===== src/hdl/dscg_map.svh =====
`ifndef DSCG_MAP_SVH
`define DSCG_MAP_SVH
// register byte offsets
`define DSCG_RUN_GATE1_OFF    12'h104
`define DSCG_SLEEP_GATE1_OFF  12'h114
`define DSCG_DEEP_GATE1_OFF   12'h124
`define DSCG_RUN_CFG_OFF      12'h060
`define DSCG_MODE_OFF         12'h200
`define DSCG_IRQ_STAT_OFF     12'h204
`define DSCG_IRQ_MASK_OFF     12'h208
`define DSCG_FAULT_UNIT_OFF   12'h20C
// gate field positions
`define DSCG_ASER0_BIT        0
`define DSCG_ASER1_BIT        1
`define DSCG_SSER0_BIT        4
`define DSCG_GPC0_BIT         16
`define DSCG_GPC1_BIT         17
`define DSCG_GPC2_BIT         18
`define DSCG_ACMP0_BIT        24
// writable bits of a gate register
`define DSCG_GATE_WMASK       32'h0107_0013
// auto gating select in run clock config
`define DSCG_AUTO_GATE_BIT    27
// reset values
`define DSCG_GATE_RST         32'h0000_0000
`define DSCG_CFG_RST          32'h0000_0000
// interrupt status bits
`define DSCG_IRQ_FAULT_BIT    0
`define DSCG_IRQ_MODE_BIT     1
`define DSCG_IRQ_WIDTH        2
`endif


===== src/hdl/dscg_pkg.sv =====
package dscg_pkg;
    // power mode of the system
    typedef enum logic [1:0] {
        DSCG_RUN,
        DSCG_SLEEP,
        DSCG_DEEP
    } dscg_mode_t;
    // register file bus states
    typedef enum logic [1:0] {
        DSCG_W_IDLE,
        DSCG_W_RESP
    } dscg_wstate_t;
endpackage : dscg_pkg


===== src/hdl/dscg_gate_sel.sv =====
`timescale 1ns/10ps
`include "dscg_map.svh"
// ----------------------------------------------------------------
// gate selector: picks the active gate set
// ----------------------------------------------------------------
module dscg_gate_sel
    import dscg_pkg::*;
#(
    parameter int unsigned W = 32
) (
    input  wire logic [W-1:0] run_gate,
    input  wire logic [W-1:0] sleep_gate,
    input  wire logic [W-1:0] deep_gate,
    input  wire logic         auto_gate,
    input  wire dscg_mode_t   mode,
    output logic [W-1:0]      gate_en
);
    // sleep/deep sets only count with auto gating; else run set holds
    always_comb begin
        gate_en = run_gate;
        if (auto_gate) begin
            case (mode)
                DSCG_SLEEP: gate_en = sleep_gate;
                DSCG_DEEP:  gate_en = deep_gate;
                default:    gate_en = run_gate;
            endcase
        end
    end
endmodule : dscg_gate_sel


===== src/hdl/dscg_fault_chk.sv =====
`timescale 1ns/10ps
`include "dscg_map.svh"
// ----------------------------------------------------------------
// fault checker: flags accesses to unclocked units
// ----------------------------------------------------------------
module dscg_fault_chk
    import dscg_pkg::*;
#(
    parameter int unsigned W = 32
) (
    input  wire logic [W-1:0] gate_en,
    input  wire logic [W-1:0] unit_sel,
    input  wire logic         unit_access,
    output logic              unit_fault
);
    // any selected unit at a writable gate bit with its gate clear faults the access
    always_comb begin
        unit_fault = unit_access && ((unit_sel & ~gate_en
                     & `DSCG_GATE_WMASK) != '0);
    end
endmodule : dscg_fault_chk


===== src/hdl/dscg_top.sv =====
// Chosen here: the AXI4-Lite slave port.
`timescale 1ns/10ps
`include "dscg_map.svh"
module dscg_top
    import dscg_pkg::*;
(
    input  wire logic        aclk,
    input  wire logic        aresetn,
    // axi4-lite slave
    input  wire logic [11:0] s_axi_awaddr,
    input  wire logic        s_axi_awvalid,
    output logic             s_axi_awready,
    input  wire logic [31:0] s_axi_wdata,
    input  wire logic [3:0]  s_axi_wstrb,
    input  wire logic        s_axi_wvalid,
    output logic             s_axi_wready,
    output logic [1:0]       s_axi_bresp,
    output logic             s_axi_bvalid,
    input  wire logic        s_axi_bready,
    input  wire logic [11:0] s_axi_araddr,
    input  wire logic        s_axi_arvalid,
    output logic             s_axi_arready,
    output logic [31:0]      s_axi_rdata,
    output logic [1:0]       s_axi_rresp,
    output logic             s_axi_rvalid,
    input  wire logic        s_axi_rready,
    // system power mode, sampled every cycle
    input  wire dscg_mode_t  sys_mode,
    // peripheral access check: one-hot unit select in gate layout
    input  wire logic [31:0] unit_sel,
    input  wire logic        unit_access,
    output logic             unit_fault,
    // clock enables to gated units, and the interrupt output
    output logic             gp_counter_0_gate,
    output logic             gp_counter_1_gate,
    output logic             gp_counter_2_gate,
    output logic             analog_comparator_0_gate,
    output logic             sync_serial_0_gate,
    output logic             async_serial_0_gate,
    output logic             async_serial_1_gate,
    output logic             irq
);
    // axi response codes
    localparam logic [1:0] RESP_OKAY   = 2'b00;
    localparam logic [1:0] RESP_SLVERR = 2'b10;

    // ----------------------------------------------------------------
    // storage
    // ----------------------------------------------------------------
    logic [31:0]  run_clock_gate_1_r;         // run mode gates
    logic [31:0]  sleep_clock_gate_1_r;       // sleep mode gates
    logic [31:0]  deep_sleep_clock_gate_1_r;  // deep-sleep gates
    logic [31:0]  run_clock_config_r;         // holds auto gating select
    logic [31:0]  irq_stat_r;                 // sticky events
    logic [31:0]  irq_mask_r;                 // interrupt enables
    logic [31:0]  fault_unit_r;               // last faulting unit select
    dscg_mode_t   mode_r;                     // previous power mode
    logic [31:0]  gate_en;                    // active gate set
    logic         auto_gating_select;         // auto gating enable
    // write channel holding
    logic         aw_held_r;
    logic         w_held_r;
    logic [11:0]  awaddr_r;
    logic [31:0]  wdata_r;
    logic [3:0]   wstrb_r;
    logic         wr_fire;
    // read channel
    logic         rd_fire;
    // interrupt status update terms
    logic [31:0]  irq_clr;                    // write-one-to-clear bits
    logic [31:0]  irq_set;                    // events of this cycle

    // ----------------------------------------------------------------
    // helper functions
    // ----------------------------------------------------------------
    // merge write data by byte strobes, keep only writable bits
    function automatic logic [31:0] dscg_merge(input logic [31:0] old_v,
                                               input logic [31:0] new_v,
                                               input logic [3:0]  strb,
                                               input logic [31:0] wmask);
        logic [31:0] bmask;
        bmask = {{8{strb[3]}}, {8{strb[2]}}, {8{strb[1]}}, {8{strb[0]}}} & wmask;
        return (old_v & ~bmask) | (new_v & bmask);
    endfunction : dscg_merge

    // known register offset check
    function automatic logic dscg_mapped(input logic [11:0] a);
        case ({a[11:2], 2'b00})
            `DSCG_RUN_GATE1_OFF, `DSCG_SLEEP_GATE1_OFF, `DSCG_DEEP_GATE1_OFF,
            `DSCG_RUN_CFG_OFF, `DSCG_MODE_OFF, `DSCG_IRQ_STAT_OFF,
            `DSCG_IRQ_MASK_OFF, `DSCG_FAULT_UNIT_OFF: return 1'b1;
            default: return 1'b0;
        endcase
    endfunction : dscg_mapped

    // ----------------------------------------------------------------
    // gate selection and fault check
    // ----------------------------------------------------------------
    // without auto gating the run set applies in every mode
    // units see their enable change in the same cycle as the mode
    assign auto_gating_select = run_clock_config_r[`DSCG_AUTO_GATE_BIT];

    dscg_gate_sel #(
        .W (32)
    ) u_sel (
        .run_gate   (run_clock_gate_1_r),
        .sleep_gate (sleep_clock_gate_1_r),
        .deep_gate  (deep_sleep_clock_gate_1_r),
        .auto_gate  (auto_gating_select),
        .mode       (sys_mode),
        .gate_en    (gate_en)
    );

    dscg_fault_chk #(
        .W (32)
    ) u_fault (
        .gate_en     (gate_en),
        .unit_sel    (unit_sel),
        .unit_access (unit_access),
        .unit_fault  (unit_fault)
    );

    // clock enables follow the active gate set
    always_comb begin
        async_serial_0_gate      = gate_en[`DSCG_ASER0_BIT];
        async_serial_1_gate      = gate_en[`DSCG_ASER1_BIT];
        sync_serial_0_gate       = gate_en[`DSCG_SSER0_BIT];
        gp_counter_0_gate        = gate_en[`DSCG_GPC0_BIT];
        gp_counter_1_gate        = gate_en[`DSCG_GPC1_BIT];
        gp_counter_2_gate        = gate_en[`DSCG_GPC2_BIT];
        analog_comparator_0_gate = gate_en[`DSCG_ACMP0_BIT];
    end

    // ----------------------------------------------------------------
    // axi write channel
    // ----------------------------------------------------------------
    // ready drops while an answer waits, so a second write cannot
    // overtake the response of the first
    assign s_axi_awready = !aw_held_r && !s_axi_bvalid;
    assign s_axi_wready  = !w_held_r && !s_axi_bvalid;
    assign wr_fire       = aw_held_r && w_held_r && !s_axi_bvalid;

    // capture address and data in either order
    always_ff @(posedge aclk) begin
        if (!aresetn) begin
            aw_held_r <= 1'b0;
            w_held_r  <= 1'b0;
            awaddr_r  <= 12'h000;
            wdata_r   <= 32'h0000_0000;
            wstrb_r   <= 4'h0;
        end else begin
            if (s_axi_awvalid && s_axi_awready) begin
                aw_held_r <= 1'b1;
                awaddr_r  <= s_axi_awaddr;
            end else if (wr_fire) begin
                aw_held_r <= 1'b0;
            end
            if (s_axi_wvalid && s_axi_wready) begin
                w_held_r <= 1'b1;
                wdata_r  <= s_axi_wdata;
                wstrb_r  <= s_axi_wstrb;
            end else if (wr_fire) begin
                w_held_r <= 1'b0;
            end
        end
    end

    // write response, slverr on unmapped offset
    always_ff @(posedge aclk) begin
        if (!aresetn) begin
            s_axi_bvalid <= 1'b0;
            s_axi_bresp  <= RESP_OKAY;
        end else if (wr_fire) begin
            s_axi_bvalid <= 1'b1;
            s_axi_bresp  <= dscg_mapped(awaddr_r) ? RESP_OKAY : RESP_SLVERR;
        end else if (s_axi_bready) begin
            s_axi_bvalid <= 1'b0;
        end
    end

    // ----------------------------------------------------------------
    // gate and config registers
    // ----------------------------------------------------------------
    // reserved bits never take data, so they read back zero and a
    // read-modify-write by software keeps them zero
    always_ff @(posedge aclk) begin
        if (!aresetn) begin
            run_clock_gate_1_r        <= `DSCG_GATE_RST;
            sleep_clock_gate_1_r      <= `DSCG_GATE_RST;
            deep_sleep_clock_gate_1_r <= `DSCG_GATE_RST;
            run_clock_config_r        <= `DSCG_CFG_RST;
            irq_mask_r                <= 32'h0000_0000;
        end else if (wr_fire) begin
            // only writable fields take data; reserved stay zero
            case ({awaddr_r[11:2], 2'b00})
                `DSCG_RUN_GATE1_OFF: run_clock_gate_1_r <= dscg_merge(
                    run_clock_gate_1_r, wdata_r, wstrb_r, `DSCG_GATE_WMASK);
                `DSCG_SLEEP_GATE1_OFF: sleep_clock_gate_1_r <= dscg_merge(
                    sleep_clock_gate_1_r, wdata_r, wstrb_r, `DSCG_GATE_WMASK);
                `DSCG_DEEP_GATE1_OFF: deep_sleep_clock_gate_1_r <= dscg_merge(
                    deep_sleep_clock_gate_1_r, wdata_r, wstrb_r,
                    `DSCG_GATE_WMASK);
                `DSCG_RUN_CFG_OFF: run_clock_config_r <= dscg_merge(
                    run_clock_config_r, wdata_r, wstrb_r,
                    32'h0800_0000);
                `DSCG_IRQ_MASK_OFF: irq_mask_r <= dscg_merge(
                    irq_mask_r, wdata_r, wstrb_r, 32'h0000_0003);
                default: ;
            endcase
        end
    end

    // ----------------------------------------------------------------
    // events and interrupt
    // ----------------------------------------------------------------
    // a mode change is an event; a fault is logged the edge after it
    // previous mode for change detection
    always_ff @(posedge aclk) begin
        if (!aresetn) begin
            mode_r <= DSCG_RUN;
        end else begin
            mode_r <= sys_mode;
        end
    end

    // sticky status terms: events of this cycle and software clears
    always_comb begin
        irq_clr = 32'h0000_0000;
        irq_set = 32'h0000_0000;
        if (wr_fire && ({awaddr_r[11:2], 2'b00} == `DSCG_IRQ_STAT_OFF)) begin
            irq_clr = dscg_merge(32'h0000_0000, wdata_r, wstrb_r, 32'h0000_0003);
        end
        irq_set[`DSCG_IRQ_FAULT_BIT] = unit_fault;
        irq_set[`DSCG_IRQ_MODE_BIT]  = (sys_mode != mode_r);
    end

    // sticky status, set wins over write-one-to-clear
    always_ff @(posedge aclk) begin
        if (!aresetn) begin
            irq_stat_r <= 32'h0000_0000;
        end else begin
            irq_stat_r <= (irq_stat_r & ~irq_clr) | irq_set;
        end
    end

    // last faulting unit select for software
    always_ff @(posedge aclk) begin
        if (!aresetn) begin
            fault_unit_r <= 32'h0000_0000;
        end else if (unit_fault) begin
            fault_unit_r <= unit_sel & `DSCG_GATE_WMASK;
        end
    end

    // level interrupt while any unmasked status bit is set
    assign irq = (irq_stat_r & irq_mask_r) != 32'h0000_0000;

    // ----------------------------------------------------------------
    // axi read channel
    // ----------------------------------------------------------------
    // one read at a time: arready stays low while the answer waits
    assign s_axi_arready = !s_axi_rvalid;
    assign rd_fire       = s_axi_arvalid && s_axi_arready;

    // read data registered, reserved bits read zero
    always_ff @(posedge aclk) begin
        if (!aresetn) begin
            s_axi_rvalid <= 1'b0;
            s_axi_rdata  <= 32'h0000_0000;
            s_axi_rresp  <= RESP_OKAY;
        end else if (rd_fire) begin
            s_axi_rvalid <= 1'b1;
            s_axi_rresp  <= RESP_OKAY;
            case ({s_axi_araddr[11:2], 2'b00})
                `DSCG_RUN_GATE1_OFF:   s_axi_rdata <= run_clock_gate_1_r;
                `DSCG_SLEEP_GATE1_OFF: s_axi_rdata <= sleep_clock_gate_1_r;
                `DSCG_DEEP_GATE1_OFF:  s_axi_rdata <= deep_sleep_clock_gate_1_r;
                `DSCG_RUN_CFG_OFF:     s_axi_rdata <= run_clock_config_r;
                `DSCG_MODE_OFF:        s_axi_rdata <= {30'h0, sys_mode};
                `DSCG_IRQ_STAT_OFF:    s_axi_rdata <= irq_stat_r;
                `DSCG_IRQ_MASK_OFF:    s_axi_rdata <= irq_mask_r;
                `DSCG_FAULT_UNIT_OFF:  s_axi_rdata <= fault_unit_r;
                default: begin
                    s_axi_rdata <= 32'h0000_0000;
                    s_axi_rresp <= RESP_SLVERR;
                end
            endcase
        end else if (s_axi_rready) begin
            s_axi_rvalid <= 1'b0;
        end
    end
endmodule : dscg_top


===== config.mk =====
export PLATFORM = sky130hd
export DESIGN_NAME = dscg_top
export DESIGN_NICKNAME = d
export VERILOG_FILES = /design/src/hdl/dscg_pkg.sv /design/src/hdl/dscg_gate_sel.sv /design/src/hdl/dscg_fault_chk.sv /design/src/hdl/dscg_top.sv
export VERILOG_INCLUDE_DIRS = /design/src /design/src/hdl
export SDC_FILE = /design/constraint.sdc
export NUM_CORES = 1
export LEC_CHECK = 0
export BUFFER_PORTS_ARGS = -buffer_cell sky130_fd_sc_hd__buf_2
export CAP_MARGIN = 30
export CORE_MARGIN = 10
export CORE_UTILIZATION = 25
export DETAILED_ROUTE_END_ITERATION = 10
export PLACE_DENSITY = 0.6
export SYNTH_ARGS = -nofsm -noshare
export SYNTH_HDL_FRONTEND = slang
export SYNTH_SLANG_ARGS = --single-unit

===== constraint.sdc =====
create_clock -name aclk -period 2.25 [get_ports aclk]
set_clock_uncertainty 0.15 [all_clocks]
set_input_delay 0.45 -clock aclk [delete_from_list [all_inputs] [get_ports aclk]]
set_output_delay 0.45 -clock aclk [all_outputs]
set_load 0.01 [all_outputs]

---- After elaboration in Yosys (flattened, before gate mapping) ----
Index checks and enable logic that the tools add are counted.
word-level totals
  input bits .............................. 102
  register bits ........................... 289
  output and inout port bits .............. 50
operators by class
  equal/unequal tests ..................... 19
  reduce and logical (&&, ||, !) cells .... 26
  mux-type cells .......................... 16
  bitwise gates (word level) .............. 22
operator list
  operator                                         number
  one-hot mux 32 bit (8 select lines)              1
  AND 32 bit                                       7
  bitwise OR 32 bit                                5
  == test 10 x 8 -> 1 bit (second input constant)  8
  nonzero test 32 bit                              2
  == test 10 x 7 -> 1 bit (second input constant)  6
  one-hot mux 25 bit (2 select lines)              1
  AND 32 x 2 -> 32 bit                             1
  AND 32 x 25 -> 32 bit                            1
  AND 32 x 28 -> 32 bit                            1
  2-to-1 mux 32 bit                                1
  inverter 2 -> 32 bit                             1
  inverter 25 -> 32 bit                            1
  inverter 28 -> 32 bit                            1
  inverter 32 bit                                  1
  bitwise OR 32 x 2 -> 32 bit                      1
  AND 25 bit                                       1
  2-to-1 mux 25 bit                                1
  inverter 25 bit                                  1
  == test 10 x 5 -> 1 bit (second input constant)  2
  OR reduction 8 bit                               2
  2-to-1 mux 1 bit                                 10
  AND reduction 2 bit                              5
  logical AND 1 bit                                9
  other kinds (6)                                  13

---- Depth between registers and ports, before layout ----
  depth after elaboration ................. 8
  mapped depth ............................ 9

---- Modules after synthesis ----
A second synthesis with hierarchy kept.
second synthesis, totals
  cell total of the unflattened synthesis .. 465
  area total of the unflattened synthesis .. 4,331.7 um^2
modules (own cells, without submodules)
  module          cells each  area an instance (um^2)  seq. area each (um^2)  times used
  dscg_top        375         3,344.5                  1,401.3                1
  dscg_gate_sel   79          922.1                    0.0                    1
  dscg_fault_chk  11          65.1                     0.0                    1

---- Least setup slack after synthesis ----
Ideal clock, no wire load.
  path type ............................... input port to output port
  start ................................... in sys_mode[0]
  end ..................................... out unit_fault
  stages on the path ...................... 7
  slack ................................... -0.250 ns
  data arrival time ....................... 1.900 ns
  path buffers ............................ 1
  path through ............................ inv_1 > ha_1 > nand2b_1 > clkbuf_1 > o221ai_1 > o221ai_1 > nand3_1
between the ends
  cells in the longest elaborated chain, start to end .. 7
  elaborated cells on any way between the ends .. 8
  those cells by class .................... 2 x eq/ne; 2 x mux; 2 x bitwise; 2 x reduce/logical
ends and longest elaborated chain
  element                                                         RTL line              text
  start, declared                                                 dscg_top.sv:28        input wire dscg_mode_t sys_mode,
  == test 2 bit / == test 2 x 1 -> 1 bit (equally long branches)  dscg_gate_sel.sv:22   case (mode)
  one-hot mux 25 bit (2 select lines) *                           dscg_gate_sel.sv:22
  2-to-1 mux 25 bit *                                             dscg_gate_sel.sv:21   if (auto_gate) begin
  inverter 25 bit *                                               dscg_fault_chk.sv:18  unit_fault = unit_access && ((unit_sel & ~gate_en
  AND 25 bit *                                                    dscg_fault_chk.sv:18
  nonzero test 32 bit *                                           dscg_fault_chk.sv:18
  logical AND 1 bit *                                             dscg_fault_chk.sv:18
  end, declared                                                   dscg_top.sv:32        output logic unit_fault,
Every way passes the cells marked *; elsewhere a longest branch is shown, timed or not.

---- Final worst setup path ----
Same ends and word-level chain as after synthesis.

==> out/qor.csv <==
stage,metric,value,unit
finish,area of the multi-input gates,2000,µm²
sta,RSZ-0062 raised after global routing,yes,
floorplan,Row Count,43,
floorplan,initial core utilization,25.5,%
synth,share of synthesized area occupied by flip-flops and latches,39.6,%
critical_path,kind of start point of the critical path,input pin,
power_and_ir_drop,standby leakage power,1.94,nW
grt,Total GRT Usage,10.9,%
detailed_routing,count of vias placed by the detailed router,3389,
cts,worst-skew pair later-pin latency,0.34,ns
synth,cells taking the most area after synthesis,"dfxtp_1 40%, nand2_1 8.0%, mux2i_1 7.1%, a21oi_1 6.5%, buf_4 5.5%",
cts,Max Root-Sink Buffers,2,
finish,final cell area excluding filler cells,4560,µm²
critical_path,highest net fanout along the worst path,7,
sta,Relative slew margins,56.2,%
synth,Netlist Area Pre-Place,3540,µm²
grt,number of antenna violations at the first check in global routing,0,
synth,mean area per synthesized cell,8.10,µm²
place,final weighted congestion in routability-driven placement,0.840,
synth,cell taking the most area after synthesis,dfxtp_1,
place,cell area after placement,4140,µm²
sta,Worst Slack Setup Final,0.0250,ns
place,total of buffers placed on input and output ports,71,
detailed_routing,number of iterations in the first detailed-routing pass,5,
sta,count of endpoints failing hold in the final timing report,0,
sta,crit path time final,2.22,ns
detailed_routing,Total Wirelength,10800,µm
cts,CTS tree,done,
synth,post-synthesis cell type count,50,
synth,cell with the most instances after synthesis,nand2_1,
finish,fraction of final layout cells with drive strength greater than 1,26.5,%
detailed_routing,Antenna Nets Post-Route,0,
cts,Num Clock Sinks,70,
critical_path,start-to-end type of the worst setup path,input pin to output port,
synth,total number of yosys warnings,0,
grt,via count of the first global-routing pass,3469,
finish,Antenna Cells,0,
critical_path,worst endpoint required time,1.65,ns
flow_run,number of max-cap violations,0,
synth,number of synthesized flops with an enable pin,0,
cts,number of buffers inserted during clock tree synthesis,9,
synth,proportion of register bits with asynchronous set or reset after synthesis,0,%
sta,final clock period utilization by the worst path,98.9,%
power_and_ir_drop,largest vdd supply drop,0.335,mV
grt,pin count of the biggest net entering global routing,63,
synth,ys flop type,dfxtp_1,
hold_path,type of the tightest min-delay check,input pin to flip-flop,
power_and_ir_drop,overall power of the completed layout,3.09,mW
floorplan,ports placed on the boundary,152,
power_and_ir_drop,PD cells,676,nW/µm²
sta,top achievable clock speed,0.449,GHz
sta,Pins Over Slew Limit,0,
detailed_routing,vias per cell,4.76,
cts,clock-pin slew on the worst setup and hold paths,0.05,ns
detailed_routing,detailed router's first-iteration violation count,177,
finish,filler cell count,1486,
place,detailed placement HPWL,8490,µm
cts,depth of the CTS H-tree,3,
floorplan,die area,19300,µm²
finish,growth of design area from synthesis to finish,28.8,%
synth,area share of the largest cell type after synthesis,39.6,%
run_status,outcome,"complete, no violations",
place,post-place setup slack,-0.297,ns
grt,first-pass GRT wire length,17300,µm
synth,number of storage elements in the synthesis netlist,70,
synth,most frequent cells after synthesis,"75 x nand2_1, 70 x dfxtp_1, 46 x a21oi_1",
detailed_routing,wire per inst,15.2,µm
critical_path,CP Data Arrival Time,1.62,ns
sta,Worst Max-Slew Pin Slew,0.657,ns
grt,total grt overflow,0,
sta,count of final setup violators,0,
floorplan,Die Y,139,µm
synth,synthesized netlist cell count,437,
finish,register area,1400,µm²
floorplan,placeable core region,13900,µm²
critical_path,Crit. End Element,output port,
detailed_routing,final routed DRC violation total,0,
cts,clock tree root buffer cell,clkbuf_16,
finish,number of nets in the finished design,631,
floorplan,chip width,139,µm
placed cells by master, fill, tap and decap left out, types with 2 or more instances in the layout:
master | Yosys | final
nand2_1 | 75 | 75
dfxtp_1 | 70 | 70
buf_2 | 0 | 68
a21oi_1 | 46 | 46
nor2_1 | 33 | 33
o21ai_0 | 29 | 29
buf_4 | 26 | 27
conb_1 | 1 | 26
mux2i_1 | 25 | 24
nand3_1 | 12 | 11
inv_1 | 12 | 10
clkbuf_16 | 0 | 9
a22oi_1 | 12 | 7
nand4_1 | 7 | 7
o31ai_1 | 7 | 7
a22oi_2 | 0 | 5
nand2b_1 | 6 | 5
nor2b_1 | 5 | 5
a22o_1 | 3 | 3
and2_1 | 3 | 3
nor4_1 | 3 | 3
or4b_2 | 3 | 3
a211oi_1 | 3 | 3
a21o_1 | 2 | 2
inv_4 | 0 | 2
nor2_4 | 2 | 2
nand3b_1 | 2 | 2
xnor2_1 | 2 | 2
a31oi_1 | 2 | 2
o21bai_1 | 2 | 2
and3_1 | 2 | 2
mux4_2 | 2 | 2
ha_4 | 0 | 2
clkinvlp_4 | 0 | 2
buf_6 | 1 | 2
path summary, 6_finish.rpt:
kind                                                    from                            to  slack [ns]  cells past startpoint
worst min register to register  s_axi_rdata[24]$_SDFFE_PN0P_  s_axi_rdata[24]$_SDFFE_PN0P_        0.30                      2
worst max-delay path                             sys_mode[0]                    unit_fault        0.03                      8
worst max register to register      awaddr_r[4]$_SDFFE_PN0P_      irq_stat_r[0]$_SDFF_PN0_        0.06                      6
worst min-delay path                            s_axi_rready     s_axi_rvalid$_SDFFE_PN0P_        0.16                      2
routing by layer:
layer	vias up	track usage (%)	routed length, µm	share of wire (%)
li1	1670	-	-	-
met1	1564	13.5	5030	46
met2	142	17.2	4890	45
met3	13	3.87	786	7.3
met4	0	3.29	123	1.1
met5	-	0	0	0
report_power, final:
group	switching, mW	leakage [nW]	internal [mW]
clock	0.528	0.142	0.887
sequential	0.0430	0.571	1.29
combinational	0.200	1.23	0.140
total	0.771	1.94	2.31
cell type report:
class	instances	share of cell area, %
clock buffer	11	5.32
clock inverter	5	1.29
inverter	13	1.18
multi-input combinational	335	43.8
sequential	70	30.7
tap	180	4.94
timing repair buffer	98	12.7
timing repair:
item,4_1_cts,5_1_grt
setup buffers,0,2
setup endpoints to repair,8,3
pin swaps,5,4
resized for setup,22,3
hold buffers,0,0
worst max-delay path: stages:
cell      delay [ns]
buf_8           0.11
inv_4           0.06
ha_4            0.19
a22oi_2         0.11
a22o_1          0.25
o221ai_4        0.19
nand3_2         0.13
buf_6           0.14
per-stage QoR:
step | hold WS [ns] | utilization, % | TNS [ns] | instances
2_1_floorplan | 0.286 | - | 0 | 462
3_3_place_gp | 0.284 | 29.8 | -2.65 | 694
3_5_place_dp | 0.293 | 29.8 | -2.72 | 694
4_1_cts | 0.153 | 32.7 | 0 | 710
5_1_grt | 0.160 | 32.9 | -0.0571 | 712
6_report | 0.161 | 32.9 | 0 | 712
cell families (layout without fill, tap and decap cells):
group / Yosys count / in the layout / share of synthesized area, %
AO/OA/AOI/OAI: 114 / 114 / 19.2
flip-flops: 70 / 70 / 39.6
XOR/XNOR: 2 / 2 / 0.495
adder cells (fa/ha/maj): 2 / 2 / 0.707
AND/OR/NAND/NOR: 164 / 164 / 22.3
other: 1 / 26 / 0.106
multiplexers: 27 / 27 / 8.34
buffers and inverters: 57 / 127 / 9.29
No activity file was read; power rests on OpenSTA's default activity.
